File: config.mk
export PLATFORM = sky130hd
export DESIGN_NAME = rtg_rate_gen
export DESIGN_NICKNAME = d
export VERILOG_FILES = /design/src/rtg_pkg.sv /design/src/rtg_rate_gen.sv /design/src/rtg_prescale.sv /design/src/rtg_timer.sv
export VERILOG_INCLUDE_DIRS = /design/src
export SDC_FILE = /design/constraint.sdc
export NUM_CORES = 1
export LEC_CHECK = 0
export CORE_ASPECT_RATIO = 1.25
export CORE_MARGIN = 3
export CORE_UTILIZATION = 50
export DETAILED_ROUTE_END_ITERATION = 10
export DONT_BUFFER_PORTS = 1
export GPL_ROUTABILITY_DRIVEN = 1
export PLACE_DENSITY_LB_ADDON = 0.1
export SLEW_MARGIN = 25
export SYNTH_ARGS = -nofsm -noshare
export SYNTH_HDL_FRONTEND = slang
export SYNTH_HIERARCHICAL = 1
export SYNTH_SLANG_ARGS = --single-unit
File: constraint.sdc
create_clock -name clk_sys -period 5.4 [get_ports clk_sys]
set_clock_uncertainty 0.05 [all_clocks]
set_input_delay 0.27 -clock clk_sys [delete_from_list [all_inputs] [get_ports clk_sys]]
set_output_delay 0.27 -clock clk_sys [all_outputs]
set_load 0.03 [all_outputs]
File: src/rtg_regs.svh
// Register map, field positions, reset values and timing counts
// Included by the rate timer files; holds definitions only
`ifndef RTG_REGS_SVH
`define RTG_REGS_SVH

// Byte offsets on the register bus
`define RTG_OFF_RATE_CTRL   8'h00
`define RTG_OFF_DIV_LOW     8'h04
`define RTG_OFF_DIV_HIGH    8'h08
`define RTG_OFF_TX_CTRL     8'h0C
`define RTG_OFF_PORT_CTRL   8'h10
`define RTG_OFF_STATUS      8'h14

// Field positions in rate_control_reg
`define RTG_RC_IDLE_BIT     3'd6
`define RTG_RC_WIDE_BIT     3'd3
`define RTG_RC_WMASK        8'h1B

// Field positions in transmit_status_control
`define RTG_TS_SYNC_BIT     3'd4
`define RTG_TS_HSPD_BIT     3'd2
`define RTG_TS_EMPTY_BIT    3'd1
`define RTG_TS_WMASK        8'hFD

// Field positions in the port control register
`define RTG_PC_EN_BIT       3'd7

// Reset values
`define RTG_RST_BYTE        8'h00

// Prescaler terminal counts for the x4, x16 and x64 multipliers
`define RTG_PRE_4           6'd3
`define RTG_PRE_16          6'd15
`define RTG_PRE_64          6'd63

`endif

File: src/rtg_pkg.sv
// Types shared by the rate timer design files
// Assumes rtg_regs.svh supplies the numeric constants
package rtg_pkg;

    // Period multiplier applied in front of the divisor
    typedef enum logic [1:0] {
        RTG_MUL_4  = 2'b00,
        RTG_MUL_16 = 2'b01,
        RTG_MUL_64 = 2'b10
    } rtg_mul_t;

    // Write channel sequencer of the bus slave
    typedef enum logic [1:0] {
        RTG_WR_IDLE = 2'b00,
        RTG_WR_ADDR = 2'b01,
        RTG_WR_DATA = 2'b10,
        RTG_WR_RESP = 2'b11
    } rtg_wr_t;

endpackage

File: src/rtg_rate_gen.sv
// Rate timer with its registers behind an AXI4-Lite slave
// Assumes a receiver and transmitter on the same clock that
// supply the idle and shift-empty flags and consume bit_tick
`timescale 1ns/1ps
`default_nettype none
`include "rtg_regs.svh"

module rtg_rate_gen
    import rtg_pkg::*;
#(
    parameter int AW = 8
) (
    input  wire logic          clk_sys,
    input  wire logic          nrst,
    input  wire logic [AW-1:0] s_axi_awaddr,
    input  wire logic [2:0]    s_axi_awprot,
    input  wire logic          s_axi_awvalid,
    output logic               s_axi_awready,
    input  wire logic [31:0]   s_axi_wdata,
    input  wire logic [3:0]    s_axi_wstrb,
    input  wire logic          s_axi_wvalid,
    output logic               s_axi_wready,
    output logic [1:0]         s_axi_bresp,
    output logic               s_axi_bvalid,
    input  wire logic          s_axi_bready,
    input  wire logic [AW-1:0] s_axi_araddr,
    input  wire logic [2:0]    s_axi_arprot,
    input  wire logic          s_axi_arvalid,
    output logic               s_axi_arready,
    output logic [31:0]        s_axi_rdata,
    output logic [1:0]         s_axi_rresp,
    output logic               s_axi_rvalid,
    input  wire logic          s_axi_rready,
    input  wire logic          rx_idle,
    input  wire logic          tx_shift_empty,
    output logic               port_enable,
    output logic               sync_mode,
    output logic               bit_tick
);

    localparam logic [1:0] RESP_OKAY   = 2'b00;
    localparam logic [1:0] RESP_SLVERR = 2'b10;

    // Register storage
    logic [7:0]    rc_q;
    logic [7:0]    rc_d;
    logic [7:0]    lo_q;
    logic [7:0]    lo_d;
    logic [7:0]    hi_q;
    logic [7:0]    hi_d;
    logic [7:0]    ts_q;
    logic [7:0]    ts_d;
    logic [7:0]    pc_q;
    logic [7:0]    pc_d;

    // Write channel state
    rtg_wr_t       wr_q;
    rtg_wr_t       wr_d;
    logic [AW-1:0] awaddr_q;
    logic [AW-1:0] awaddr_d;
    logic [31:0]   wdata_q;
    logic [31:0]   wdata_d;
    logic [3:0]    wstrb_q;
    logic [3:0]    wstrb_d;
    logic [1:0]    bresp_q;
    logic [1:0]    bresp_d;

    // Read channel state
    logic          rvalid_q;
    logic          rvalid_d;
    logic [31:0]   rdata_q;
    logic [31:0]   rdata_d;
    logic [1:0]    rresp_q;
    logic [1:0]    rresp_d;

    // Write decode
    logic          aw_fire;
    logic          w_fire;
    logic          do_write;
    logic [AW-1:0] wa;
    logic [31:0]   wd;
    logic [3:0]    ws;
    logic          wa_hit;
    logic          div_write;

    // Timer side
    logic          wide;
    logic          high_speed;
    rtg_mul_t      mul_sel;
    logic          pre_tick;
    logic          timer_clear;
    logic          wrap;
    logic [15:0]   count;

    // Read decode
    logic [7:0]    rd_byte;
    logic          rd_hit;
    logic          ar_fire;

    // Handshake outputs
    assign s_axi_awready = (wr_q == RTG_WR_IDLE) || (wr_q == RTG_WR_DATA);
    assign s_axi_wready  = (wr_q == RTG_WR_IDLE) || (wr_q == RTG_WR_ADDR);
    assign s_axi_bvalid  = (wr_q == RTG_WR_RESP);
    assign s_axi_bresp   = bresp_q;
    assign s_axi_arready = !rvalid_q;
    assign s_axi_rvalid  = rvalid_q;
    assign s_axi_rdata   = rdata_q;
    assign s_axi_rresp   = rresp_q;

    assign aw_fire = s_axi_awvalid && s_axi_awready;
    assign w_fire  = s_axi_wvalid && s_axi_wready;
    assign ar_fire = s_axi_arvalid && s_axi_arready;

    // A write completes once both address and data are held
    assign do_write = (aw_fire || wr_q == RTG_WR_ADDR)
                   && (w_fire || wr_q == RTG_WR_DATA)
                   && (wr_q != RTG_WR_RESP);
    assign wa = aw_fire ? s_axi_awaddr : awaddr_q;
    assign wd = w_fire ? s_axi_wdata : wdata_q;
    assign ws = w_fire ? s_axi_wstrb : wstrb_q;

    // Mapped offsets
    always_comb begin
        case (wa)
            `RTG_OFF_RATE_CTRL,
            `RTG_OFF_DIV_LOW,
            `RTG_OFF_DIV_HIGH,
            `RTG_OFF_TX_CTRL,
            `RTG_OFF_PORT_CTRL,
            `RTG_OFF_STATUS:    wa_hit = 1'b1;
            default:            wa_hit = 1'b0;
        endcase
    end

    // Write channel sequencer; address and data in either order
    always_comb begin
        wr_d     = wr_q;
        awaddr_d = aw_fire ? s_axi_awaddr : awaddr_q;
        wdata_d  = w_fire ? s_axi_wdata : wdata_q;
        wstrb_d  = w_fire ? s_axi_wstrb : wstrb_q;
        bresp_d  = bresp_q;
        case (wr_q)
            RTG_WR_IDLE: begin
                if (do_write) begin
                    wr_d = RTG_WR_RESP;
                end else if (aw_fire) begin
                    wr_d = RTG_WR_ADDR;
                end else if (w_fire) begin
                    wr_d = RTG_WR_DATA;
                end
            end
            RTG_WR_ADDR: begin
                if (do_write) begin
                    wr_d = RTG_WR_RESP;
                end
            end
            RTG_WR_DATA: begin
                if (do_write) begin
                    wr_d = RTG_WR_RESP;
                end
            end
            RTG_WR_RESP: begin
                if (s_axi_bready) begin
                    wr_d = RTG_WR_IDLE;
                end
            end
            default: wr_d = RTG_WR_IDLE;
        endcase
        if (do_write) begin
            bresp_d = wa_hit ? RESP_OKAY : RESP_SLVERR;
        end
    end

    // Register writes; only byte lane 0 carries data
    always_comb begin
        rc_d = rc_q;
        lo_d = lo_q;
        hi_d = hi_q;
        ts_d = ts_q;
        pc_d = pc_q;
        if (do_write && ws[0]) begin
            case (wa)
                `RTG_OFF_RATE_CTRL: rc_d = wd[7:0] & `RTG_RC_WMASK;
                `RTG_OFF_DIV_LOW:   lo_d = wd[7:0];
                `RTG_OFF_DIV_HIGH:  hi_d = wd[7:0];
                `RTG_OFF_TX_CTRL:   ts_d = wd[7:0] & `RTG_TS_WMASK;
                `RTG_OFF_PORT_CTRL: pc_d = wd[7:0];
                default:            rc_d = rc_q;
            endcase
        end
    end

    // Either divisor byte written restarts the count
    assign div_write = do_write && ws[0]
                    && (wa == `RTG_OFF_DIV_LOW || wa == `RTG_OFF_DIV_HIGH);

    // Mode bits that steer the timer
    assign wide        = rc_q[`RTG_RC_WIDE_BIT];
    assign high_speed  = ts_q[`RTG_TS_HSPD_BIT];
    assign sync_mode   = ts_q[`RTG_TS_SYNC_BIT];
    assign port_enable = pc_q[`RTG_PC_EN_BIT];

    // Period multiplier from mode, speed and width
    always_comb begin
        if (sync_mode) begin
            mul_sel = RTG_MUL_4;
        end else begin
            case ({wide, high_speed})
                2'b00:   mul_sel = RTG_MUL_64;
                2'b01:   mul_sel = RTG_MUL_16;
                2'b10:   mul_sel = RTG_MUL_16;
                2'b11:   mul_sel = RTG_MUL_4;
                default: mul_sel = RTG_MUL_64;
            endcase
        end
    end

    // Disabled port holds the timer in reset
    assign timer_clear = div_write || !port_enable;

    // Clock prescaler ahead of the divisor counter
    rtg_prescale u_pre (
        .clk_sys (clk_sys),
        .nrst    (nrst),
        .clear   (timer_clear),
        .mul_sel (mul_sel),
        .tick    (pre_tick)
    );

    // Free running divisor counter, period n+1 steps
    rtg_timer #(
        .W (16)
    ) u_timer (
        .clk_sys (clk_sys),
        .nrst    (nrst),
        .clear   (timer_clear),
        .step    (pre_tick),
        .wide    (wide),
        .div     ({hi_q, lo_q}),
        .wrap_q  (wrap),
        .count_q (count)
    );

    // One pulse per bit period, registered in the timer
    assign bit_tick = wrap;

    // Read data for the offered address
    always_comb begin
        rd_byte = `RTG_RST_BYTE;
        rd_hit  = 1'b1;
        case (s_axi_araddr)
            `RTG_OFF_RATE_CTRL: begin
                rd_byte = rc_q;
                rd_byte[`RTG_RC_IDLE_BIT] = rx_idle;
            end
            `RTG_OFF_DIV_LOW:   rd_byte = lo_q;
            `RTG_OFF_DIV_HIGH:  rd_byte = hi_q;
            `RTG_OFF_TX_CTRL: begin
                rd_byte = ts_q;
                rd_byte[`RTG_TS_EMPTY_BIT] = tx_shift_empty;
            end
            `RTG_OFF_PORT_CTRL: rd_byte = pc_q;
            `RTG_OFF_STATUS:    rd_byte = 8'h00;
            default:            rd_hit  = 1'b0;
        endcase
    end

    // Read channel; status word returns the live count
    always_comb begin
        rvalid_d = rvalid_q;
        rdata_d  = rdata_q;
        rresp_d  = rresp_q;
        if (ar_fire) begin
            rvalid_d = 1'b1;
            rresp_d  = rd_hit ? RESP_OKAY : RESP_SLVERR;
            if (s_axi_araddr == `RTG_OFF_STATUS) begin
                rdata_d = {16'h0000, count};
            end else begin
                rdata_d = {24'h000000, rd_byte};
            end
        end else if (rvalid_q && s_axi_rready) begin
            rvalid_d = 1'b0;
        end
    end

    // Register update
    always_ff @(posedge clk_sys or negedge nrst) begin
        if (!nrst) begin
            wr_q     <= RTG_WR_IDLE;
            awaddr_q <= '0;
            wdata_q  <= 32'h00000000;
            wstrb_q  <= 4'h0;
            bresp_q  <= RESP_OKAY;
            rvalid_q <= 1'b0;
            rdata_q  <= 32'h00000000;
            rresp_q  <= RESP_OKAY;
            rc_q     <= `RTG_RST_BYTE;
            lo_q     <= `RTG_RST_BYTE;
            hi_q     <= `RTG_RST_BYTE;
            ts_q     <= `RTG_RST_BYTE;
            pc_q     <= `RTG_RST_BYTE;
        end else begin
            wr_q     <= wr_d;
            awaddr_q <= awaddr_d;
            wdata_q  <= wdata_d;
            wstrb_q  <= wstrb_d;
            bresp_q  <= bresp_d;
            rvalid_q <= rvalid_d;
            rdata_q  <= rdata_d;
            rresp_q  <= rresp_d;
            rc_q     <= rc_d;
            lo_q     <= lo_d;
            hi_q     <= hi_d;
            ts_q     <= ts_d;
            pc_q     <= pc_d;
        end
    end

endmodule
`default_nettype wire

File: src/rtg_prescale.sv
// Prescaler that divides the system clock by 4, 16 or 64
// Assumes the caller clears it whenever the divisor is rewritten
`timescale 1ns/1ps
`default_nettype none
`include "rtg_regs.svh"

module rtg_prescale
    import rtg_pkg::*;
(
    input  wire logic     clk_sys,
    input  wire logic     nrst,
    input  wire logic     clear,
    input  wire rtg_mul_t mul_sel,
    output logic          tick
);

    logic [5:0] pre_q;
    logic [5:0] pre_d;
    logic [5:0] last;

    // Terminal count of the selected multiplier
    always_comb begin
        case (mul_sel)
            RTG_MUL_4:  last = `RTG_PRE_4;
            RTG_MUL_16: last = `RTG_PRE_16;
            RTG_MUL_64: last = `RTG_PRE_64;
            default:    last = `RTG_PRE_64;
        endcase
    end

    // Free running count; a shrunk multiplier wraps at once
    assign tick = !clear && (pre_q >= last);

    always_comb begin
        if (clear || pre_q >= last) begin
            pre_d = 6'h00;
        end else begin
            pre_d = pre_q + 6'h01;
        end
    end

    always_ff @(posedge clk_sys or negedge nrst) begin
        if (!nrst) begin
            pre_q <= 6'h00;
        end else begin
            pre_q <= pre_d;
        end
    end

endmodule
`default_nettype wire

File: src/rtg_timer.sv
// Divisor counter, 8 or 16 bits wide, stepped by the prescaler
// Assumes a clear pulse on every divisor write or port disable
`timescale 1ns/1ps
`default_nettype none

module rtg_timer #(
    parameter int W = 16
) (
    input  wire logic         clk_sys,
    input  wire logic         nrst,
    input  wire logic         clear,
    input  wire logic         step,
    input  wire logic         wide,
    input  wire logic [W-1:0] div,
    output logic              wrap_q,
    output logic [W-1:0]      count_q
);

    logic [W-1:0] count_d;
    logic [W-1:0] limit;
    logic         wrap_d;

    // Narrow mode uses the low byte only
    assign limit = wide ? div : {{(W-8){1'b0}}, div[7:0]};

    // Count 0..n, one bit period per wrap
    always_comb begin
        count_d = count_q;
        wrap_d  = 1'b0;
        if (clear) begin
            count_d = '0;
        end else if (step) begin
            if (count_q >= limit) begin
                count_d = '0;
                wrap_d  = 1'b1;
            end else begin
                count_d = count_q + {{(W-1){1'b0}}, 1'b1};
            end
        end
    end

    always_ff @(posedge clk_sys or negedge nrst) begin
        if (!nrst) begin
            count_q <= '0;
            wrap_q  <= 1'b0;
        end else begin
            count_q <= count_d;
            wrap_q  <= wrap_d;
        end
    end

endmodule
`default_nettype wire

==> impl_metrics.csv, run 1 <==
group,metric,value,unit
clock_tree,insertion_delay,0.35,ns
critical_path,crit_fanout,25,
outcome,status,"completed",
synthesis,yosysWarnings,6,
global_route,grt_max_degree,97,
drt,via_count,3832,
sta,maxSlewViolCount,0,
layout,layout_common_cells,"dfrtp_1, nand2_1, mux2_2",
pwr,peakVddDrop,0.000299,V
sta,grt_setup_unrepaired,"no",
critical_path,cp_slowest_stage_delay,0.57,ns
run,maxCapViolations,0,
clock_tree,tritoncts,"done",
drt,drcViolationCount,0,
sta,finalCriticalPeriod,4.33,ns
placed_design,port_buffers,0,
global_route,grt_pass1_vias,3879,
drt,drtIter0Drc,171,
drt,wl_per_cell,17.9,um
sta,setup-violations-final,0,
clock_tree,cts_made_buffers,9,
synthesis,synthFlopType,"dfrtp_1",
synthesis,async_flop_share,100,%
synthesis,netlist_area,5380,sq um
critical_path,cp-end-kind,"flip-flop",
floorplanning,num_rows,41,
floorplanning,coreArea,10300,sq um
layout,n_antenna_cell,0,
clock_tree,cts_max_level,3,
drt,postRouteAntennaNets,0,
synthesis,synth_cell_types,60,
critical_path,crit_type,"reg -> reg",
synthesis,synth_cells,527,
layout,fill_cells,904,
clock_tree,path_clk_slew,0.07,ns
placed_design,gp_congestion,0.803,
global_route,grt_antenna_before_repair,0,
drt,vias_per_cell,5.79,
layout,fin_nets,621,
clock_tree,clk_path_buf_depth,2,
sta,finalCritPeriodShare,80.2,%
synthesis,yosysSeqAreaShare,44.7,%
global_route,grt_usage,21.0,%
placed_design,hpwl,8.44,mm
critical_path,cp.required,5.63,ns
pwr,power,2.31,mW
synthesis,synth_edf_count,0,
critical_path,r2r_setup_slack,1.07,ns
floorplanning,die_area,12000,sq um
layout,final_common_cell,"dfrtp_1",
global_route,gr-total-overflow,0,
layout,syn_to_final_growth,8.22,%
pwr,cellLeakagePower,2.76,nW
floorplanning,ioPinCount,111,
floorplanning,die_y,122,um
clock_tree,cts.sinks,96,
pwr,power_density,397,nW/um^2
floorplanning,start_util,52.1,%
sta,worstMarginPinSlew,0.881,ns
clock_tree,holdBufCountCts,9,
critical_path,critPathArrivalTime,4.56,ns
critical_path,critical_path.top_delay_family,"compound AO/OA/AOI/OAI gates",
critical_path,worst_setup_path_start_kind,"flip-flop",
sta,relSlewSlack,41.1,%
sta,fin_tns_setup,0,ns
layout,drive_gt1_share,15.8,%
floorplanning,die_x,98.7,um
critical_path,crit_chain,"inv_1, ha_1, o21ai_1, buf_4, mux2_2, nand4_1, o21ai_0, o31ai_1, nand2b_1, or2_1, a2111oi_4, nand2_4, nor4_1, a21o_1",
critical_path,worst-path-buf-inv,2,
synthesis,ys_ff_latch,96,
drt,wirelength,11.9,mm
critical_path,slowest_stage,"a2111oi_4",
sta,hold_violations,0,
clock_tree,root_buffer,"clkbuf_16",
synthesis,postSynthAreaPerCell,10.2,sq um
drt,firstDrtPassIters,4,
sta,clock.fmax,231,MHz
clock_tree,post-cts-setup-buffer-count,0,
clock_tree,cts.repair.resized,0,
global_route,grt_pass1_wl,19.9,mm
worst_hold_path,min_path_type,"in -> reg",
-- synthesized netlist by cell type (all sizes together), types with 2 or more instances --
master   instances  area share, %
a2111oi          3           0.84
a211o            2           0.33
a21o             9            1.3
a21oi           10           0.93
a221oi           3           0.49
a22oi            4           0.81
a31oi            4           0.47
and2             3           0.35
and3             8           0.93
and4             2           0.33
buf             26            3.4
clkbuf          12           0.84
dfrtp           96             45
ha              26            6.1
inv             19            1.3
mux2            52             11
mux2i           11            2.0
nand2           68            4.9
nand2b           7           0.81
nand3           15            1.4
nand4            5           0.58
nor2            39            2.7
nor2b            5           0.58
nor3             8           0.84
nor3b            4           0.56
nor4             6           0.93
o21a             4           0.56
o21ai           35            3.3
o22ai            7           0.81
o31ai            7           0.98
or2              6           0.70
or4              3           0.42
xor2             3           0.49
-- metrics by stage --
step           hold slack, ns  util (%)  worst slack, ns  area [sq um]  cells
2_1_floorplan         -0.0756         -             1.75          5440    544
3_3_place_gp          -0.0725      52.3             1.25          5390    637
3_5_place_dp          -0.0712      52.3             1.13          5390    637
4_1_cts                0.0112      56.4             1.08          5820    662
5_1_grt                0.0183      56.4            0.654          5820    662
6_report               0.0240      56.4             1.07          5820    662
-- final cells by class --
cell class | instances | area (sq um) | share of cell area, %
sequential | 96 | 2400 | 41.3
tap | 129 | 161 | 2.77
clock buffer | 10 | 229 | 3.94
clock inverter | 6 | 92.6 | 1.59
timing repair buffer | 11 | 123 | 2.11
inverter | 19 | 71.3 | 1.23
multi-input combinational | 391 | 2740 | 47.1
-- sequential cells by signal, summed over array words and instances, names as in the netlist --
| register | count |
|---|---|
| u_timer/count_q | 16 |
| hi_q | 8 |
| s_axi_rvalid | 1 |
| u_timer/wrap_q | 1 |
| ts_q | 7 |
| u_pre/pre_q | 6 |
| s_axi_rdata | 16 |
| s_axi_bresp | 1 |
| pc_q | 8 |
| wstrb_q | 1 |
| wr_q | 2 |
| awaddr_q | 8 |
| rc_q | 4 |
| s_axi_rresp | 1 |
| lo_q | 8 |
| wdata_q | 8 |
-- power breakdown --
part,internal (mW),total (mW),switching (mW)
clock network,0.409,0.697,0.288
logic,0.270,0.664,0.394
registers,0.846,0.948,0.102
-- worst paths after layout --
| path | start | to | depth (start not counted) |
|---|---|---|---|
| max reg2reg | wr_q[1] | u_timer/count_q[9] | 14 |
| max | wr_q[1] | u_timer/count_q[9] | 14 |
| min reg2reg | u_pre/pre_q[0] | u_pre/pre_q[0] | 1 |
| max in group asynchronous | nrst | awaddr_q[2] | 2 |
| min in group asynchronous | nrst | u_timer/count_q[3] | 2 |
| min | s_axi_araddr[3] | s_axi_rresp[1] | 2 |
-- kinds of logic after synthesis --
| logic type | Yosys count | synth area share (%) |
|---|---|---|
| DFF | 96 | 44.7 |
| adders and majority gates | 26 | 6.05 |
| AOI/OAI and AO/OA | 97 | 12.5 |
| buffers and inverters | 57 | 5.56 |
| xor gates and xnor gates | 4 | 0.652 |
| muxes | 64 | 13.9 |
| and+or+nand+nor | 182 | 16.5 |
| other | 1 | 0.0698 |
-- per-layer routing --
metal	vias up	wire (um)	part of all wire (%)	track usage [%]
met5	-	0	0	0
met4	0	140	1.2	7.43
met3	10	657	5.5	5.27
met2	100	5980	50	35.4
met1	1882	5080	43	26.3
li1	1840	-	-	-
Power figures use the tool's default switching activity.
==> inputs of run 2 (changes only) <==
- ABC_AREA: unset -> 1
- clock period: 5.4 -> 4 ns (I/O delays scaled with it)
==> impl_metrics.csv, run 2 <==
group,metric,value,unit
synthesis,synth_cell_types,41,
clock_tree,clk_path_buf_depth,2,
critical_path,critical_path.top_delay_family,"simple AND/OR/NAND/NOR gates",
clock_tree,cts.sinks,96,
drt,wirelength,13.3,mm
layout,layout_common_cells,"nand2_1, dfrtp_1, inv_1",
worst_hold_path,min_path_type,"in -> reg",
drt,met2WireLength,6.82,mm
pwr,peakVddDrop,0.000516,V
synthesis,netlist_area,5890,sq um
drt,vias_per_cell,5.31,
sta,fin_tns_setup,0,ns
layout,fin_area,6300,sq um
sta,worstMarginPinSlew,0.913,ns
synthesis,synth.most_common_cell,"nand2_1",
clock_tree,insertion_delay,0.34,ns
sta,relSlewSlack,38.7,%
global_route,grt_pass1_vias,4615,
clock_tree,cts.repair.resized,0,
critical_path,crit_type,"reg -> reg",
drt,wl_per_cell,15.0,um
drt,via_count,4690,
critical_path,path_common_cell,"nand2_1",
synthesis,synth_common_cells,"nand2_1, dfrtp_1, inv_1, nand3_1, nor2_1",
synthesis,synthMuxAreaShare,0,%
placed_design,gp_congestion,0.871,
global_route,grt_max_degree,97,
pwr,cellLeakagePower,3.18,nW
drt,postRouteAntennaNets,0,
synthesis,synthXorXnorAreaFrac,1.19,%
global_route,gr-total-overflow,0,
clock_tree,cts_made_buffers,9,
layout,drive_gt1_share,11.3,%
clock_tree,cts_max_level,3,
synthesis,yosysSeqAreaShare,40.8,%
floorplanning,start_util,52.1,%
drt,wl_met1,5.52,mm
synthesis,synth_top_family_by_area,"simple AND/OR/NAND/NOR gates",
synthesis,synth_top_area_share,40.8,%
critical_path,crit_fanout,17,
global_route,grt_antenna_before_repair,0,
synthesis,ys_top_cells_by_area,"dfrtp_1, nand2_1, ha_1",
sta,maxSlewViolCount,0,
layout,n_antenna_cell,0,
synthesis,synth_cells,743,
synthesis,synthAdderAreaFrac,5.53,%
floorplanning,coreArea,11300,sq um
drt,drtIter0Drc,198,
clock_tree,path_clk_slew,0.07,ns
run,maxCapViolations,0,
critical_path,critPathArrivalTime,3.76,ns
critical_path,worst_setup_path_start_kind,"flip-flop",
clock_tree,tritoncts,"done",
synthesis,postSynthAreaPerCell,7.92,sq um
critical_path,crit_chain,"inv_1, ha_1, o21ai_2, buf_4, nand2_1, nand2_1, nand2_1, nor2_1, nand3_4, nand3_1, a21oi_1, nor2_2, nor2_2, o221ai_1, o21ai_1",
placed_design,placed_cell_area,5870,sq um
placed_design,hpwl,9.89,mm
pwr,power_density,478,nW/um^2
drt,drcViolationCount,0,
global_route,grt_usage,21.0,%
layout,syn_to_final_growth,7.02,%
critical_path,cp.required,4.18,ns
critical_path,cp_slowest_stage_delay,0.58,ns
sta,finalCriticalPeriod,3.58,ns
drt,met3_wirelength,595,um
sta,hold_violations,0,
synthesis,synth_compound_area_share,9.86,%
synthesis,ys_ff_latch,96,
floorplanning,die_x,103,um
outcome,status,"completed",
floorplanning,die_y,127,um
sta,grt_setup_unrepaired,"no",
drt,firstDrtPassIters,6,
floorplanning,die_area,13100,sq um
floorplanning,ioPinCount,111,
layout,final_common_cell,"nand2_1",
synthesis,synth_edf_count,0,
layout,fin_nets,837,
synthesis,yosysWarnings,6,
synthesis,synth_simple_gate_area_share,32.5,%
critical_path,r2r_setup_slack,0.42,ns
floorplanning,num_rows,43,
synthesis,synth_top_area_cell,"dfrtp_1",
synthesis,synthFlopType,"dfrtp_1",
sta,clock.fmax,279,MHz
critical_path,slowest_stage,"nor2_2",
drt,highest_layer,"met4",
sta,finalCritPeriodShare,89.6,%
synthesis,async_flop_share,100,%
sta,setup-violations-final,0,
critical_path,worst-path-buf-inv,2,
placed_design,port_buffers,0,
global_route,grt_pass1_wl,21.9,mm
critical_path,cp-end-kind,"flip-flop",
clock_tree,root_buffer,"clkbuf_16",
run 2: through the flow:
stage | hold WS [ns] | setup WS (ns) | utilization [%] | total power, mW | instances
6_report | 0.00145 | 0.416 | 55.7 | 3.01 | 884
5_1_grt | 0.0107 | 0.0493 | 55.7 | 3.20 | 884
4_1_cts | 0.000420 | 0.408 | 55.7 | 3.04 | 884
3_5_place_dp | -0.143 | 0.422 | 51.9 | 2.02 | 861
3_3_place_gp | -0.143 | 0.490 | 51.9 | 1.99 | 861
2_1_floorplan | -0.146 | 1.09 | - | 1.90 | 760
run 2: cells by family (layout without fill, tap and decap cells):
family / Yosys count / after routing
and+or+nand+nor: 406 / 406
buffers and inverters: 120 / 109
DFF: 96 / 96
AOI/OAI and AO/OA: 86 / 86
adders and majority gates: 26 / 26
xor gates and xnor gates: 8 / 8
other: 1 / 18
run 2: final cells by class:
type                    count  area (sq um)
fillers                  1054          5000
multi-input cells         544          2950
flip-flops and latches     96          2400
inverters                  81           304
clock buffers               9           225
well taps                 135           169
repair buffers             12           125
clock inverters             7           119
run 2: timing repair:
action | CTS | global route
hold endpoints to repair | 99 | 0
hold buffers | 7 | 0
setup buffers | 0 | 0
run 2: worst paths after layout:
check,startpoint,to,depth (start not counted)
max reg2reg,wr_q[0],u_timer/count_q[5],15
min in group asynchronous,nrst,s_axi_rdata[13],2
min,s_axi_awaddr[3],awaddr_q[3],2
max in group asynchronous,nrst,rc_q[0],2
max,wr_q[0],u_timer/count_q[5],15
min reg2reg,pc_q[5],pc_q[5],2
run 2: report_power, final:
group / internal (mW) / leakage (nW) / switching (mW)
Sequential: 1.08 / 1.29 / 0.0892
Combinational: 0.249 / 1.73 / 0.600
Clock: 0.612 / 0.162 / 0.377
Total: 1.94 / 3.18 / 1.07
run 2: metal layers:
layer  track usage (%)  vias up
met5                 0        -
met4              7.77        0
met3              3.93       21
met2              36.9      109
met1              25.1     2195
li1                  -     2365
